===== src/pkg/ebus_defs.svh =====
// Constants of the external bus cycle master: codes, resets, counts.
// Assumes inclusion by bare name from the design file only.
// How it works
// - Odd word or long operands refused, no cycle
// - Odd address moves one byte only
// - Byte port splits operand into byte cycles
// - Port width decoded as 8 or 16
// - Start, direction, space and size driven out
// - Separate address and data strobes
// - Async and sync cycles on both widths
// - Async inputs pass a synchroniser first
// - Sync cycle completes in three clocks
// - Fast termination completes in two clocks
// - Inputs captured once per clock edge
// - Captured ack and fault levels resolved before use, async cycles only
// - Same protocol whoever owns the bus
// - Size code gives bytes still remaining
// - Address strobe follows cycle start
`ifndef EBUS_DEFS_SVH
`define EBUS_DEFS_SVH
`define EB_SIZE_BYTE 2'h1
`define EB_ACK_PORT8 2'h2
`define EB_ACK_NONE 2'h3
`define EB_SPACE_RST 4'h0
`define EB_SYNC_CLKS 3'h3
`define EB_FAST_CLKS 3'h2
`endif


===== src/pkg/ebus_pkg.sv =====
// Types of the external bus cycle master.
// Assumes the constants header sits beside it.
package ebus_pkg;
    typedef enum logic [4:0] {
        ST_IDLE = 5'h01,
        ST_ADDR = 5'h02,
        ST_STRB = 5'h04,
        ST_WAIT = 5'h08,
        ST_SPARE = 5'h10
    } state_t;

    typedef struct packed {
        state_t st;
        logic [31:0] addr;
        logic [2:0] rem;
        logic [31:0] wrSh;
        logic [31:0] rdAcc;
        logic write;
        logic [3:0] space;
        logic fast;
        logic fastP8;
        logic syncMode;
        logic armed;
        logic [1:0] ackSy1;
        logic [1:0] ackSy2;
        logic [1:0] ackSy3;
        logic [1:0] ackSt;
        logic fltSy1;
        logic fltSy2;
        logic fltSy3;
        logic fltSt;
        logic [15:0] dSy1;
        logic [15:0] dSy2;
        logic [15:0] dSy3;
        logic asN;
        logic dsN;
        logic start;
        logic doe;
        logic [15:0] dout;
        logic ready;
        logic rspV;
        logic [31:0] rspData;
        logic rspFault;
        logic rspMis;
        logic [2:0] cyc;
    } state_s_t;
endpackage


===== src/verilog/external_bus_cycle_interface.sv =====
// Master side of the external parallel bus: sized, aligned operand
// transfers split into bus cycles on 8-bit or 16-bit ports.
// Assumes one request at a time from the core and a bus slave that
// drives the acknowledge and fault inputs low.
`timescale 1ns/100ps
`include "ebus_defs.svh"

module external_bus_cycle_interface (
    // Clock and reset
    input wire logic core_clk,
    input wire logic rst,
    // Operand request from the core
    input wire logic reqValid,
    input wire logic reqWrite,
    input wire logic [31:0] reqAddr,
    input wire logic [1:0] reqSize,
    input wire logic [3:0] reqSpace,
    input wire logic [31:0] reqWrData,
    input wire logic reqSync,
    input wire logic reqFast,
    input wire logic reqFastPort8,
    output logic reqReady,
    // Operand answer
    output logic rspValid,
    output logic [31:0] rspRdData,
    output logic rspFault,
    output logic rspMisalign,
    // Bus outputs
    output logic cycleStart,
    output logic [31:0] busAddr,
    output logic [3:0] space_code,
    output logic xfer_size_hi,
    output logic xfer_size_lo,
    output logic readNotWrite,
    output logic addr_valid_strobe_n,
    output logic data_valid_strobe_n,
    // Data bus, three signals
    input wire logic [15:0] busDataIn,
    output logic [15:0] busDataOut,
    output logic busDataOe,
    // Termination inputs
    input wire logic port_ack_hi_n,
    input wire logic port_ack_lo_n,
    input wire logic bus_fault_in_n
);

    ebus_pkg::state_s_t q;
    ebus_pkg::state_s_t d;

    logic [1:0] ackEff;
    logic fltEff;
    logic [15:0] dinEff;
    logic ackHit;
    logic fltHit;
    logic done;
    logic p8;
    logic k1;
    logic [7:0] byteIn;
    logic [2:0] kBytes;
    logic live;

    // ------------------------------------------------------------
    // Termination decode
    // ------------------------------------------------------------
    // Sync cycles read the pins straight, async ones the resolved ack and fault and the stage-three data copy
    always_comb begin
        ackEff = q.syncMode ? {port_ack_hi_n, port_ack_lo_n} : q.ackSt;
        fltEff = q.syncMode ? bus_fault_in_n : q.fltSt;
        dinEff = q.syncMode ? busDataIn : q.dSy3;
        // Async pins count only once the stale acknowledge has drained
        live = q.syncMode || q.armed;
        ackHit = (ackEff != `EB_ACK_NONE) && live;
        fltHit = !fltEff && live;
        done = (q.st == ebus_pkg::ST_STRB && q.fast) ||
               (q.st == ebus_pkg::ST_WAIT && ackHit && !fltHit);
        p8 = q.fast ? q.fastP8 : (ackEff == `EB_ACK_PORT8);
        k1 = q.addr[0] || p8 || (q.rem == 3'h1);
        kBytes = k1 ? 3'h1 : 3'h2;
        byteIn = (q.addr[0] && !p8) ? dinEff[7:0] : dinEff[15:8];
    end

    // ------------------------------------------------------------
    // Next state
    // ------------------------------------------------------------
    // Both-low acknowledge counts as a 16-bit port, the widest here
    always_comb begin
        d = q;
        d.start = 1'b0;
        d.rspV = 1'b0;
        // Three stages; stage one feeds only stage two
        d.ackSy1 = {port_ack_hi_n, port_ack_lo_n};
        d.ackSy2 = q.ackSy1;
        d.ackSy3 = q.ackSy2;
        d.fltSy1 = bus_fault_in_n;
        d.fltSy2 = q.fltSy1;
        d.fltSy3 = q.fltSy2;
        d.dSy1 = busDataIn;
        d.dSy2 = q.dSy1;
        d.dSy3 = q.dSy2;
        // A level counts once two stages agree
        if (q.ackSy2 == q.ackSy3) begin
            d.ackSt = q.ackSy3;
        end
        if (q.fltSy2 == q.fltSy3) begin
            d.fltSt = q.fltSy3;
        end
        // Arm only after a negated level reaches stage three, so a slave
        // still releasing the last cycle cannot end the next one early
        d.armed = q.armed || (q.ackSy3 == `EB_ACK_NONE && q.fltSy3);
        // Clock count restarts with every bus cycle, not every operand
        d.cyc = (q.st == ebus_pkg::ST_IDLE || done) ? 3'h0 :
                q.cyc + 3'h1;
        case (q.st)
            ebus_pkg::ST_IDLE: begin
                if (reqValid && q.ready) begin
                    if (reqSize != `EB_SIZE_BYTE && reqAddr[0]) begin
                        d.rspV = 1'b1;
                        d.rspMis = 1'b1;
                        d.rspFault = 1'b0;
                    end else begin
                        d.st = ebus_pkg::ST_ADDR;
                        d.addr = reqAddr;
                        d.rem = {reqSize == 2'h0, reqSize};
                        d.write = reqWrite;
                        d.space = reqSpace;
                        d.fast = reqFast;
                        d.fastP8 = reqFastPort8;
                        d.syncMode = reqSync || reqFast;
                        d.armed = 1'b0;
                        d.rdAcc = 32'h0000_0000;
                        d.rspMis = 1'b0;
                        d.rspFault = 1'b0;
                        // Left-justify so the top byte leaves first
                        case (reqSize)
                            2'h1: d.wrSh = {reqWrData[7:0], 24'h00_0000};
                            2'h2: d.wrSh = {reqWrData[15:0], 16'h0000};
                            2'h3: d.wrSh = {reqWrData[23:0], 8'h00};
                            default: d.wrSh = reqWrData;
                        endcase
                    end
                end
            end
            ebus_pkg::ST_ADDR: begin
                d.st = ebus_pkg::ST_STRB;
            end
            ebus_pkg::ST_STRB: begin
                if (!q.fast) begin
                    d.st = ebus_pkg::ST_WAIT;
                end
            end
            ebus_pkg::ST_WAIT: begin
                // Fault wins over an acknowledge in the same clock
                if (fltHit) begin
                    d.st = ebus_pkg::ST_IDLE;
                    d.rspV = 1'b1;
                    d.rspFault = 1'b1;
                    d.rspData = q.rdAcc;
                end
            end
            default: begin
                d.st = ebus_pkg::ST_IDLE;
            end
        endcase
        // Each completed cycle moves one or two bytes
        if (done) begin
            d.rdAcc = k1 ? {q.rdAcc[23:0], byteIn} :
                           {q.rdAcc[15:0], dinEff};
            d.wrSh = k1 ? {q.wrSh[23:0], 8'h00} : {q.wrSh[15:0], 16'h0000};
            d.rem = q.rem - kBytes;
            d.addr = q.addr + {29'h0, kBytes};
            d.armed = 1'b0;
            if (q.rem == kBytes) begin
                d.st = ebus_pkg::ST_IDLE;
                d.rspV = 1'b1;
                d.rspData = d.rdAcc;
            end else begin
                d.st = ebus_pkg::ST_ADDR;
            end
        end
        // Output copies follow the next state so pins come from flops
        d.start = (d.st == ebus_pkg::ST_ADDR);
        d.asN = !(d.st == ebus_pkg::ST_STRB ||
                  d.st == ebus_pkg::ST_WAIT);
        d.dsN = !((d.st == ebus_pkg::ST_STRB && (!d.write || d.fast)) ||
                  d.st == ebus_pkg::ST_WAIT);
        d.doe = d.write && (d.st != ebus_pkg::ST_IDLE);
        // A byte at an odd address goes out on both halves of the data bus
        d.dout = d.addr[0] ? {d.wrSh[31:24], d.wrSh[31:24]} :
                             d.wrSh[31:16];
        d.ready = (d.st == ebus_pkg::ST_IDLE);
    end

    // ------------------------------------------------------------
    // State register
    // ------------------------------------------------------------
    // Strobes and acknowledge copies reset to their negated level
    always_ff @(posedge core_clk) begin
        if (rst) begin
            q <= '0;
            q.st <= ebus_pkg::ST_IDLE;
            q.space <= `EB_SPACE_RST;
            q.ackSy1 <= `EB_ACK_NONE;
            q.ackSy2 <= `EB_ACK_NONE;
            q.ackSy3 <= `EB_ACK_NONE;
            q.ackSt <= `EB_ACK_NONE;
            q.fltSy1 <= 1'b1;
            q.fltSy2 <= 1'b1;
            q.fltSy3 <= 1'b1;
            q.fltSt <= 1'b1;
            q.asN <= 1'b1;
            q.dsN <= 1'b1;
            q.ready <= 1'b1;
        end else begin
            q <= d;
        end
    end

    // Pins straight from the state flops
    assign reqReady = q.ready;
    assign rspValid = q.rspV;
    assign rspRdData = q.rspData;
    assign rspFault = q.rspFault;
    assign rspMisalign = q.rspMis;
    assign cycleStart = q.start;
    assign busAddr = q.addr;
    assign space_code = q.space;
    assign xfer_size_hi = q.rem[1];
    assign xfer_size_lo = q.rem[0];
    assign readNotWrite = !q.write;
    assign addr_valid_strobe_n = q.asN;
    assign data_valid_strobe_n = q.dsN;
    assign busDataOut = q.dout;
    assign busDataOe = q.doe;

    // ------------------------------------------------------------
    // Checks
    // ------------------------------------------------------------
    a_misalign_refused: assert property (@(posedge core_clk)
        disable iff (rst)
        (reqValid && q.ready && reqSize != `EB_SIZE_BYTE && reqAddr[0])
        |=> (q.rspV && q.rspMis && q.asN))
        else $error("misaligned operand not refused");

    a_hold_outputs: assert property (@(posedge core_clk)
        disable iff (rst)
        (q.st == ebus_pkg::ST_WAIT) |->
        ($stable(q.addr) && $stable(q.rem) && $stable(q.space) &&
         $stable(q.write)))
        else $error("cycle outputs moved before termination");

    a_strobe_follows: assert property (@(posedge core_clk)
        disable iff (rst)
        q.start |=> (!q.asN && !q.start))
        else $error("address strobe late after start");

    a_fast_two: assert property (@(posedge core_clk)
        disable iff (rst)
        (q.start && q.fast) |=> !q.asN ##1 q.asN)
        else $error("fast cycle not two clocks");

    a_sync_three: assert property (@(posedge core_clk)
        disable iff (rst)
        (q.start && q.syncMode && !q.fast) ##2
        ({port_ack_hi_n, port_ack_lo_n} != `EB_ACK_NONE &&
         bus_fault_in_n) |=> q.asN)
        else $error("sync cycle not three clocks");

    a_write_strobe: assert property (@(posedge core_clk)
        disable iff (rst)
        (q.start && q.write && !q.fast) |=> q.dsN ##1 !q.dsN)
        else $error("write data strobe timing wrong");

    a_sync_agree: assert property (@(posedge core_clk)
        disable iff (rst)
        !$stable(q.ackSt) |-> (q.ackSt == $past(q.ackSy3) &&
                               $past(q.ackSy2) == $past(q.ackSy3)))
        else $error("ack level taken before stages agreed");

    a_last_byte: assert property (@(posedge core_clk)
        disable iff (rst)
        (q.st == ebus_pkg::ST_WAIT && ackHit && !fltHit &&
         q.rem == 3'h1) |=> (q.rspV && q.ready))
        else $error("size code one did not end operand");

    a_byte_split: assert property (@(posedge core_clk)
        disable iff (rst)
        (q.st == ebus_pkg::ST_WAIT && ackHit && ackEff == `EB_ACK_PORT8 &&
         !fltHit && q.rem > 3'h1) |=>
        (q.st == ebus_pkg::ST_ADDR && q.rem == $past(q.rem) - 3'h1))
        else $error("byte port split wrong");

    a_cycle_bound: assert property (@(posedge core_clk)
        disable iff (rst)
        (q.st == ebus_pkg::ST_STRB) |-> (q.cyc == `EB_FAST_CLKS - 3'h1))
        else $error("strobe phase not second clock");

    a_odd_single: assert property (@(posedge core_clk)
        disable iff (rst)
        (q.st == ebus_pkg::ST_WAIT && ackHit && !fltHit && q.addr[0])
        |=> (q.rem == $past(q.rem) - 3'h1))
        else $error("odd address moved more than one byte");

    a_stale_ack: assert property (@(posedge core_clk)
        disable iff (rst)
        (q.st == ebus_pkg::ST_WAIT && !q.syncMode && !q.armed)
        |=> (q.st == ebus_pkg::ST_WAIT))
        else $error("async cycle ended on a stale acknowledge");

endmodule


===== config.mk =====
export PLATFORM = sky130hd
export DESIGN_NAME = external_bus_cycle_interface
export DESIGN_NICKNAME = d
export VERILOG_FILES = /design/src/pkg/ebus_pkg.sv /design/src/verilog/external_bus_cycle_interface.sv
export VERILOG_INCLUDE_DIRS = /design/src /design/src/pkg
export SDC_FILE = /design/constraint.sdc
export NUM_CORES = 1
export LEC_CHECK = 0
export ABC_CLOCK_PERIOD_IN_PS = 4000
export BUFFER_PORTS_ARGS = -buffer_cell sky130_fd_sc_hd__buf_4
export CAP_MARGIN = 20
export CELL_PAD_IN_SITES_DETAIL_PLACEMENT = 2
export CELL_PAD_IN_SITES_GLOBAL_PLACEMENT = 2
export CORE_ASPECT_RATIO = 0.5
export CORE_MARGIN = 4
export CORE_UTILIZATION = 31
export CTS_CLUSTER_DIAMETER = 120
export CTS_CLUSTER_SIZE = 16
export DETAILED_ROUTE_END_ITERATION = 12
export PLACE_DENSITY_LB_ADDON = 0.08
export SYNTH_ARGS = -nofsm -noshare
export SYNTH_HDL_FRONTEND = slang
export SYNTH_SLANG_ARGS = --single-unit

===== constraint.sdc =====
create_clock -name core_clk -period 4 [get_ports core_clk]
set_clock_uncertainty 0.2 [all_clocks]
set_input_delay 0.4 -clock core_clk [delete_from_list [all_inputs] [get_ports core_clk]]
set_output_delay 0.4 -clock core_clk [all_outputs]
set_load 0.01 [all_outputs]

==> results of run 1 <==
power groups by stage:
stage               Clock, W  Combinational (W)  Sequential, W
floorplan                  0           0.000338        0.00235
global placement           0           0.000539        0.00237
detailed placement         0           0.000555        0.00237
CTS                  0.00167           0.000597        0.00232
global route         0.00175           0.000645        0.00233
finish               0.00160           0.000591        0.00232
per-stage QoR:
step	hold slack [ns]	instance area, um^2	cells	util [%]
5_1_grt	0.0217	12800	1694	38.5
3_5_place_dp	0.196	11900	1624	35.6
4_1_cts	0.00304	12800	1693	38.4
2_1_floorplan	0.189	10600	1131	-
6_report	0.0244	12800	1694	38.5
3_3_place_gp	0.199	11900	1624	35.6
worst max path at each step:
stage                            start     endpoint  slack (ns)  cells past startpoint
after floorplan           xfer_size_lo  busAddr[29]        0.09                     14
after global placement    xfer_size_lo  busAddr[29]        0.65                     10
after detailed placement  xfer_size_lo  busAddr[12]        0.49                     12
after CTS                 xfer_size_lo  busAddr[12]        0.48                     12
after global routing      xfer_size_lo  busAddr[12]        0.21                     12
final                     xfer_size_lo  busAddr[29]        0.47                     10
cell usage after synthesis, types with 5 or more instances:
cell	n
buf_1	6
buf_2	8
mux2_2	38
or4_1	8
nand2_1	73
mux4_2	16
nand4_1	5
a31oi_1	11
clkbuf_1	66
nor4_1	10
mux2i_1	73
dfxtp_1	221
nor3_1	17
a21oi_1	35
a211oi_1	46
or3_1	7
a22o_1	22
a2111oi_0	11
or2_2	12
nor2b_1	55
and3_1	20
buf_4	84
and4_1	7
inv_1	12
a311oi_1	9
o21ai_0	34
and2_1	5
o22ai_1	11
o21a_1	10
o211ai_1	12
nand3_1	37
nor2_1	91
per-layer routing:
| layer | track usage, % | up-vias |
|---|---|---|
| met1 | 23.8 | 4534 |
| li1 | - | 4225 |
| met4 | 3.94 | 0 |
| met5 | 0 | - |
| met2 | 33.8 | 122 |
| met3 | 3.09 | 34 |
tightest hold or removal path, cell delays in order:
cell,delay [ns]
buf_4,0.08
nor3_1,0.04
nor3_1,0.15
repair_timing:
item | 4_1_cts | 5_1_grt
hold buffers | 50 | 0
setup buffers | 0 | 0
resized for setup | 0 | 0
endpoints found under the hold margin | 50 | 0
kinds of logic after synthesis:
| family | count (synthesis) | share of synthesized area [%] |
|---|---|---|
| mux | 127 | 14.4 |
| other cells | 1 | 0.0355 |
| buf+inv | 177 | 9.37 |
| simple gates | 361 | 17.4 |
| fa+ha+maj | 5 | 0.663 |
| flops | 221 | 41.9 |
| xor+xnor | 6 | 0.497 |
| compound gates | 233 | 15.8 |
sequential cells by signal, indices dropped and copies added, names as in the netlist, 4 cells and up:
signal and cells:
busAddr 32, rspRdData 32, busDataOut 8, space_code 4, d 38, q 97
layout make-up:
type | count | area share, %
inverter | 12 | 0.351
clock inverter | 2 | 0.107
clock buffer | 17 | 3.32
tap | 441 | 4.30
multi-input combinational | 733 | 40.5
timing repair buffer | 268 | 17.0
sequential | 221 | 34.5
==> flow_summary.yaml, run 1 <==
placement:
  place_congestion: 0.751
  hpwl_um: 24500
  io_buffers: 190
  dpl_worst_slack_ns: 0.490
final_layout:
  num_antenna_cells: 0
  nFillCells: 3626
  fin_nets: 1354
  multi_input_area_um2: 5190
  final_common_cell: "dfxtp_1"
  drive_gt1_share_pct: 25.5
  area_growth_pct: 21.4
  layout_common_cells: "221 x dfxtp_1, 215 x buf_4, 90 x nor2_1"
  regArea_um2: 4420
die:
  io_pins: 191
  start_util_pct: 31.7
  dieArea_um2: 37300
  rows: 47
  core_um2: 33300
  die_x_um: 269
  die_h_um: 139
sta:
  finalSetupViolCount: 0
  timing.setup.tns_ns: 0
  max_freq_mhz: 284
  hold_viol: 0
  slew_headroom_pct: 33.0
  post-route-min-period_ns: 3.53
  tightest_slew_ns: 1.00
  slew_viol_final: 0
  rsz0062_at_grt: "false"
  setup_ws_ns: 0.474
  finalCritPeriodShare_pct: 88.2
pwr:
  power.share.clock_pct: 35.4
  intPower_w: 0.00331
  power_leakage_nw: 5.08
  switching_share_pct: 26.4
  power.total_w: 0.00450
  peakVddDrop_mv: 0.205
  seqPwrFrac_pct: 51.5
  switchingPower_w: 0.00119
  combPwrFrac_pct: 13.1
  powerDensity_nw_per_um2: 351
min_path:
  min_from: "reqSync"
  whs_endpoint: "q[120]"
  holdCritPathClass: "in2reg"
  hold_depth: 3
route:
  met2_length_um: 18000
  dr.pass1.iters: 4
  routedWlPerCell_um: 21.3
  routed.top_layer: "met4"
  num_vias: 8915
  drtIter0Drc: 299
  ant_nets: 0
  drcViolationCount: 0
  via_per_inst: 5.26
  drt-met1-wl_um: 16200
  wl_um: 36100
  dr_wl_met3_um: 1130
yosys:
  netlist.area_leader.share_pct: 41.9
  async_reset_ff_share_pct: 0
  synth_area_um2: 10600
  yosys_register_bits: 221
  synth_top_cell_by_area: "dfxtp_1"
  syn_inst: 1131
  seq_area_frac_synth_pct: 41.9
  synth_ff_type: "dfxtp_1"
  yosysWarnings: 0
  synth_edf_count: 0
  synth_area_leaders: "dfxtp_1 42%, mux2i_1 6.9%, buf_4 6.0%, mux2_2 4.0%, mux4_2 3.4%"
  synthDistinctLibCells: 66
  synthesis.nets: 1232
  avgSynthCellArea_um2: 9.35
clock_tree:
  cts_sinks: 221
  cts_tree: "built"
  numCtsBuffers: 17
  htreeDepth: 1
  clk_pin_slew_ns: 0.08
  clockRootBuffer: "clkbuf_16"
  worstSkewPairLatency_ns: 0.51
  ctsLongestPathBuffers: 3
flow_run:
  maxCapViolCount: 0
setup_path:
  cp_top_family: "simple AND/OR/NAND/NOR gates"
  path_max_fanout: 9
  reg2reg_to: "busAddr[29]"
  slowest_stage: "or4_1"
  path_cells: "or3b_2 > nor2b_1 > nand2_2 > ha_1 > nor2b_1 > and3b_1 > a311oi_2 > or4_1 > or4_1 > a31oi_1"
  setup.worst_path.end_class: "flop"
  rrSetupSlack_ns: 0.47
  r2r-start: "xfer_size_lo"
  slowest_delay_ns: 0.63
  worst-endpoint-arrival_ns: 3.76
  reg2reg_depth: 10
  path_buf_inv: 0
  crit_required_ns: 4.24
  worstSetupStartpointType: "flop"
  crit_type: "reg2reg"
global_routing:
  antenna_found_initial: 0
  grt_pass1_wl_um: 56800
  grt_pass1_vias: 9828
  grt_max_degree: 100
  grt_overflow_total: 0
  grt_use_total_pct: 18.7
outcome:
  status: "finished, final reports clean"
Power figures use the tool's default switching activity.
==> inputs of run 2 (changes only) <==
- CORE_UTILIZATION: 31 -> 32
- CTS_BUF_LIST: not set -> sky130_fd_sc_hd__clkbuf_2 sky130_fd_sc_hd__clkbuf_4 sky130_fd_sc_hd__clkbuf_8
==> run 2 against run 1 <==
Effect of this change:
- cell count is 0.53% higher
- combinational power up 2%
- die area decreased by 3.0%
- via count is 1.4% higher
- sequential cell count unchanged
- register-to-register slack barely moved
- cell area decreased by 0.42%
- non-clock buffer count grew 18
- sequential power barely moved
- first-iteration DRC count grew 42%
- critical endpoint unchanged
- largest cell class unchanged
==> flow_summary.yaml, run 2 (synthesis results as in run 1) <==
final_layout:
  final_util_pct: 39.8
  drive_gt1_share_pct: 25.3
  final_common_cell: "dfxtp_1"
  layout_common_cells: "221 x dfxtp_1, 219 x buf_4, 90 x nor2_1"
  regMostFlops: "q"
  fin_nets: 1372
  largest_reg_flops: 97
  num_antenna_cells: 0
  area_growth_pct: 20.8
setup_path:
  slowest_stage: "or4_1"
  cp_top_family: "simple AND/OR/NAND/NOR gates"
  slowest_delay_ns: 0.63
  worstSetupStartpointType: "flop"
  crit_required_ns: 4.29
  path_cells: "or3b_2 > nor2b_1 > nand2_2 > ha_1 > nor2b_1 > and3b_1 > a311oi_2 > or4_1 > or4_1 > a31oi_1"
  path_buf_inv: 0
  crit_type: "reg2reg"
  worst-endpoint-arrival_ns: 3.81
  path_max_fanout: 9
  setup.worst_path.end_class: "flop"
pwr:
  power_leakage_nw: 5.06
  switching_share_pct: 28.0
  power.total_w: 0.00410
  power.share.clock_pct: 28.7
  switchingPower_w: 0.00115
  combPwrFrac_pct: 14.7
  intPower_w: 0.00295
  seqPwrFrac_pct: 56.6
  peakVddDrop_mv: 0.181
  powerDensity_nw_per_um2: 321
placement:
  hpwl_um: 25000
  place_congestion: 0.815
  dpl_worst_slack_ns: 0.507
  io_buffers: 190
die:
  rows: 46
  die_x_um: 265
  dieArea_um2: 36200
  io_pins: 191
  die_h_um: 137
  start_util_pct: 32.9
  core_um2: 32100
clock_tree:
  clk_pin_slew_ns: 0.12
  cts_tree: "built"
  cts_sinks: 221
  worstSkewPairLatency_ns: 0.56
  clockRootBuffer: "clkbuf_8"
  cts_resized: 0
  numCtsBuffers: 17
  htreeDepth: 1
  ctsLongestPathBuffers: 3
sta:
  finalSetupViolCount: 0
  timing.setup.tns_ns: 0
  slew_viol_final: 0
  hold_slack_ns: 0.0513
  setup_ws_ns: 0.478
  tightest_slew_ns: 0.898
  slew_headroom_pct: 40.1
  hold_viol: 0
  max_freq_mhz: 284
  post-route-min-period_ns: 3.52
  rsz0062_at_grt: "false"
  finalCritPeriodShare_pct: 88.0
route:
  drtIter0Drc: 425
  wl_um: 36800
  drcViolationCount: 0
  routedWlPerCell_um: 21.6
  num_vias: 9040
  ant_nets: 0
  dr.pass1.iters: 4
  via_per_inst: 5.31
global_routing:
  grt_max_degree: 75
  grt_use_total_pct: 19.9
  antenna_found_initial: 0
  grt_overflow_total: 0
  grt_pass1_wl_um: 57700
  grt_pass1_vias: 10100
outcome:
  status: "finished, final reports clean"
flow_run:
  maxCapViolCount: 0
min_path:
  holdCritPathClass: "in2reg"
## run 2: cell types whose count changed in the layout (fill, tap and decap cells not counted), sizes merged
cell,before,now
buf,218,220
dlygate4sd3,50,66
clkinvlp,0,1
inv,13,12
## run 2: per-layer routing
metal	GRT usage [%]	part of all wire (%)	up-vias
met5	0	0	-
met4	3.19	1.5	0
met2	36.7	50	110
li1	-	-	4262
met3	2.51	2.7	25
met1	25.6	45	4643
## run 2: metrics by stage
step                      area, um^2  std cells
after floorplan                10600       1131
after global placement         11900       1618
after detailed placement       11900       1618
after CTS                      12800       1703
after global routing           12800       1703
final                          12800       1703
## run 2: final cells by class
class                      count  area [um^2]
clock buffer                  17          234
clock inverter                 2         12.5
fill                        3500        19300
inverter                      12         45.0
multi-input combinational    733         5190
sequential                   221         4420
tap                          432          541
timing repair buffer         286         2320
## run 2: power groups by stage
stage                     clock network [W]  logic (W)  registers (W)
after global routing                0.00132   0.000661        0.00233
after detailed placement                  0   0.000556        0.00237
after CTS                           0.00123   0.000611        0.00232
after floorplan                           0   0.000338        0.00235
final                               0.00117   0.000604        0.00232
after global placement                    0   0.000542        0.00237
## run 2: worst register-to-register path: cells and delay by family, from the launching register on
family,cells,cell delay (ns)
AND/OR/NAND/NOR,7,2.41
flip-flops,1,0.39
AO/OA/AOI/OAI,2,0.26
adder cells (fa/ha/maj),1,0.21
## run 2: worst paths after layout
kind                                   start          end  slack (ns)  depth (start not counted)
worst min-delay path                     rst       q[183]        0.05                          2
worst max register to register  xfer_size_lo  busAddr[29]        0.48                         10
worst max-delay path            xfer_size_lo  busAddr[29]        0.48                         10
worst min register to register        d[109]       d[108]        0.23                          1
## run 2: repair_timing
| item | in CTS | in global routing |
|---|---|---|
| hold buffers | 66 | 0 |
| hold endpoints to repair | 66 | 0 |
| setup buffers | 0 | 0 |
==> inputs of run 3 (changes only) <==
- ABC_CLOCK_PERIOD_IN_PS: 4000 -> 3190
- clock period: 4 -> 3.19 ns (I/O delays scaled with it)
==> run 3 against run 2 <==
Effect of this change:
- first-iteration DRC count shrank 2.4%
- fmax is 14% higher
- critical path depth unchanged
- sequential share of layout area fell by 0.79 points
- core utilization is 0.97 points higher
- non-clock buffer count increased by 26
- sequential power increased by 25%
- worst setup slack worse by 0.38 ns
- via count grew 1.1%
==> flow_summary.yaml, run 3 (synthesis results as in run 1) <==
outcome:
  status: "finished, final reports clean"
final_layout:
  regMostFlops: "q"
  largest_reg_flops: 97
  area_growth_pct: 23.8
  drive_gt1_share_pct: 27.0
  multi_input_area_um2: 5240
  layout_common_cells: "236 x buf_4, 218 x dfxtp_1, 90 x nor2_1"
  final_common_cell: "buf_4"
  final_util_pct: 40.7
  num_antenna_cells: 0
  nFillCells: 3519
  regArea_um2: 4430
  fin_cells: 1729
  fin_nets: 1398
route:
  via_per_inst: 5.29
  drtIter0Drc: 415
  ant_nets: 0
  num_vias: 9143
  drcViolationCount: 0
  routedWlPerCell_um: 21.4
  wl_um: 36900
  dr.pass1.iters: 4
global_routing:
  grt_pass1_wl_um: 58100
  grt_pass1_vias: 10100
  grt_use_total_pct: 20.0
  antenna_found_initial: 0
  grt_max_degree: 158
  grt_overflow_total: 0
setup_path:
  path_buf_inv: 0
  r2r-start: "q[194]"
  crit_required_ns: 3.48
  reg2reg_to: "busAddr[29]"
  crit_type: "reg2reg"
  path_max_fanout: 8
  worst-endpoint-arrival_ns: 3.38
  crit_start: "q[194]"
  cpMostUsedCell: "nor2b_4"
  crit_cells: 10
  reg2reg_depth: 10
  cp_top_family: "simple AND/OR/NAND/NOR gates"
  worstSetupStartpointType: "flop"
  rrSetupSlack_ns: 0.09
  slowest_stage: "or4_4"
  setup.worst_path.end_class: "flop"
  crit_end: "busAddr[29]"
  slowest_delay_ns: 0.63
  path_cells: "or3b_4 > nor2b_4 > nand2_4 > ha_4 > nor2b_4 > and3b_1 > a311oi_2 > or4_4 > or4_1 > a31oi_1"
die:
  die_h_um: 137
  rows: 46
  core_um2: 32100
  dieArea_um2: 36200
  io_pins: 191
  start_util_pct: 32.9
  die_x_um: 265
sta:
  slew_headroom_pct: 28.1
  finalCritPeriodShare_pct: 97.0
  rsz0062_at_grt: "false"
  hold_viol: 0
  post-route-min-period_ns: 3.10
  finalSetupViolCount: 0
  max_freq_mhz: 323
  tightest_slew_ns: 1.08
  slew_viol_final: 0
clock_tree:
  cts_sinks: 221
  clk_pin_slew_ns: 0.11
  htreeDepth: 1
  worstSkewPairLatency_ns: 0.56
  clockRootBuffer: "clkbuf_8"
  numCtsBuffers: 17
  cts_tree: "built"
  ctsLongestPathBuffers: 3
placement:
  place_inst: 1635
  place_congestion: 0.814
  hpwl_um: 25100
  io_buffers: 190
flow_run:
  maxCapViolCount: 0
pwr:
  power.total_w: 0.00516
  powerDensity_nw_per_um2: 394
  power_leakage_nw: 5.23
  peakVddDrop_mv: 0.182
min_path:
  hold_depth: 3
  holdCritPathClass: "in2reg"
==> run 3: cell types whose count changed in the layout (fill, tap and decap cells not counted), sizes merged <==
| cell | before | now |
|---|---|---|
| buf | 220 | 241 |
| dlygate4sd3 | 66 | 71 |
==> run 3: area by class of cell <==
cell class | count | share of cell area [%]
multi-input combinational | 733 | 40.1
sequential | 221 | 33.8
clock inverter | 2 | 0.0956
inverter | 12 | 0.344
clock buffer | 17 | 1.79
timing repair buffer | 312 | 19.7
tap | 432 | 4.13
==> run 3: repair_timing <==
action                                  CTS  global route
endpoints found under the setup margin    2             5
hold endpoints to repair                 73             0
gates resized for setup                   1             5
pin swaps                                 1             3
buffers inserted                          0             4
hold buffers                             71             0
==> run 3: worst min path at each step <==
stage                  from     end
3_5_place_dp         d[115]  d[113]
4_1_cts        reqWrData[8]  q[168]
5_1_grt        reqWrData[8]  q[168]
6_report       reqWrData[8]  q[168]
3_3_place_gp         d[116]  d[114]
2_1_floorplan        d[109]  d[108]
==> run 3: metal layers <==
metal,global-route usage [%],part of all wire [%]
met1,25.9,45
met2,36.4,50
met3,2.86,3.3
met4,2.93,1.3
met5,0,0
==> run 3: power breakdown <==
group | total [W] | internal, W | leakage [nW] | switching, W
clock network | 0.00146 | 0.000491 | 0.126 | 0.000973
registers | 0.00291 | 0.00284 | 1.80 | 0.0000628
logic | 0.000786 | 0.000383 | 3.30 | 0.000403
total | 0.00516 | 0.00372 | 5.23 | 0.00144
==> run 3: metrics by stage <==
step | setup TNS, ns | area, um^2 | hold WS (ns) | setup WS (ns)
after floorplan | -0.764 | 10600 | 0.189 | -0.250
after global placement | 0 | 12100 | 0.196 | 0.0279
after detailed placement | -0.135 | 12100 | 0.200 | -0.0824
after CTS | 0 | 13000 | 0.00366 | 0.0191
after global routing | 0 | 13100 | 0.0174 | 0.00905
final | 0 | 13100 | 0.0491 | 0.0948
==> run 3: worst register-to-register path, cell delays in order (launching register included) <==
cell and delay (ns):
dfxtp_2 0.35, or3b_4 0.44, nor2b_4 0.16, nand2_4 0.09, ha_4 0.15, nor2b_4 0.15
and3b_1 0.18, a311oi_2 0.07, or4_4 0.64, or4_1 0.42, a31oi_1 0.18
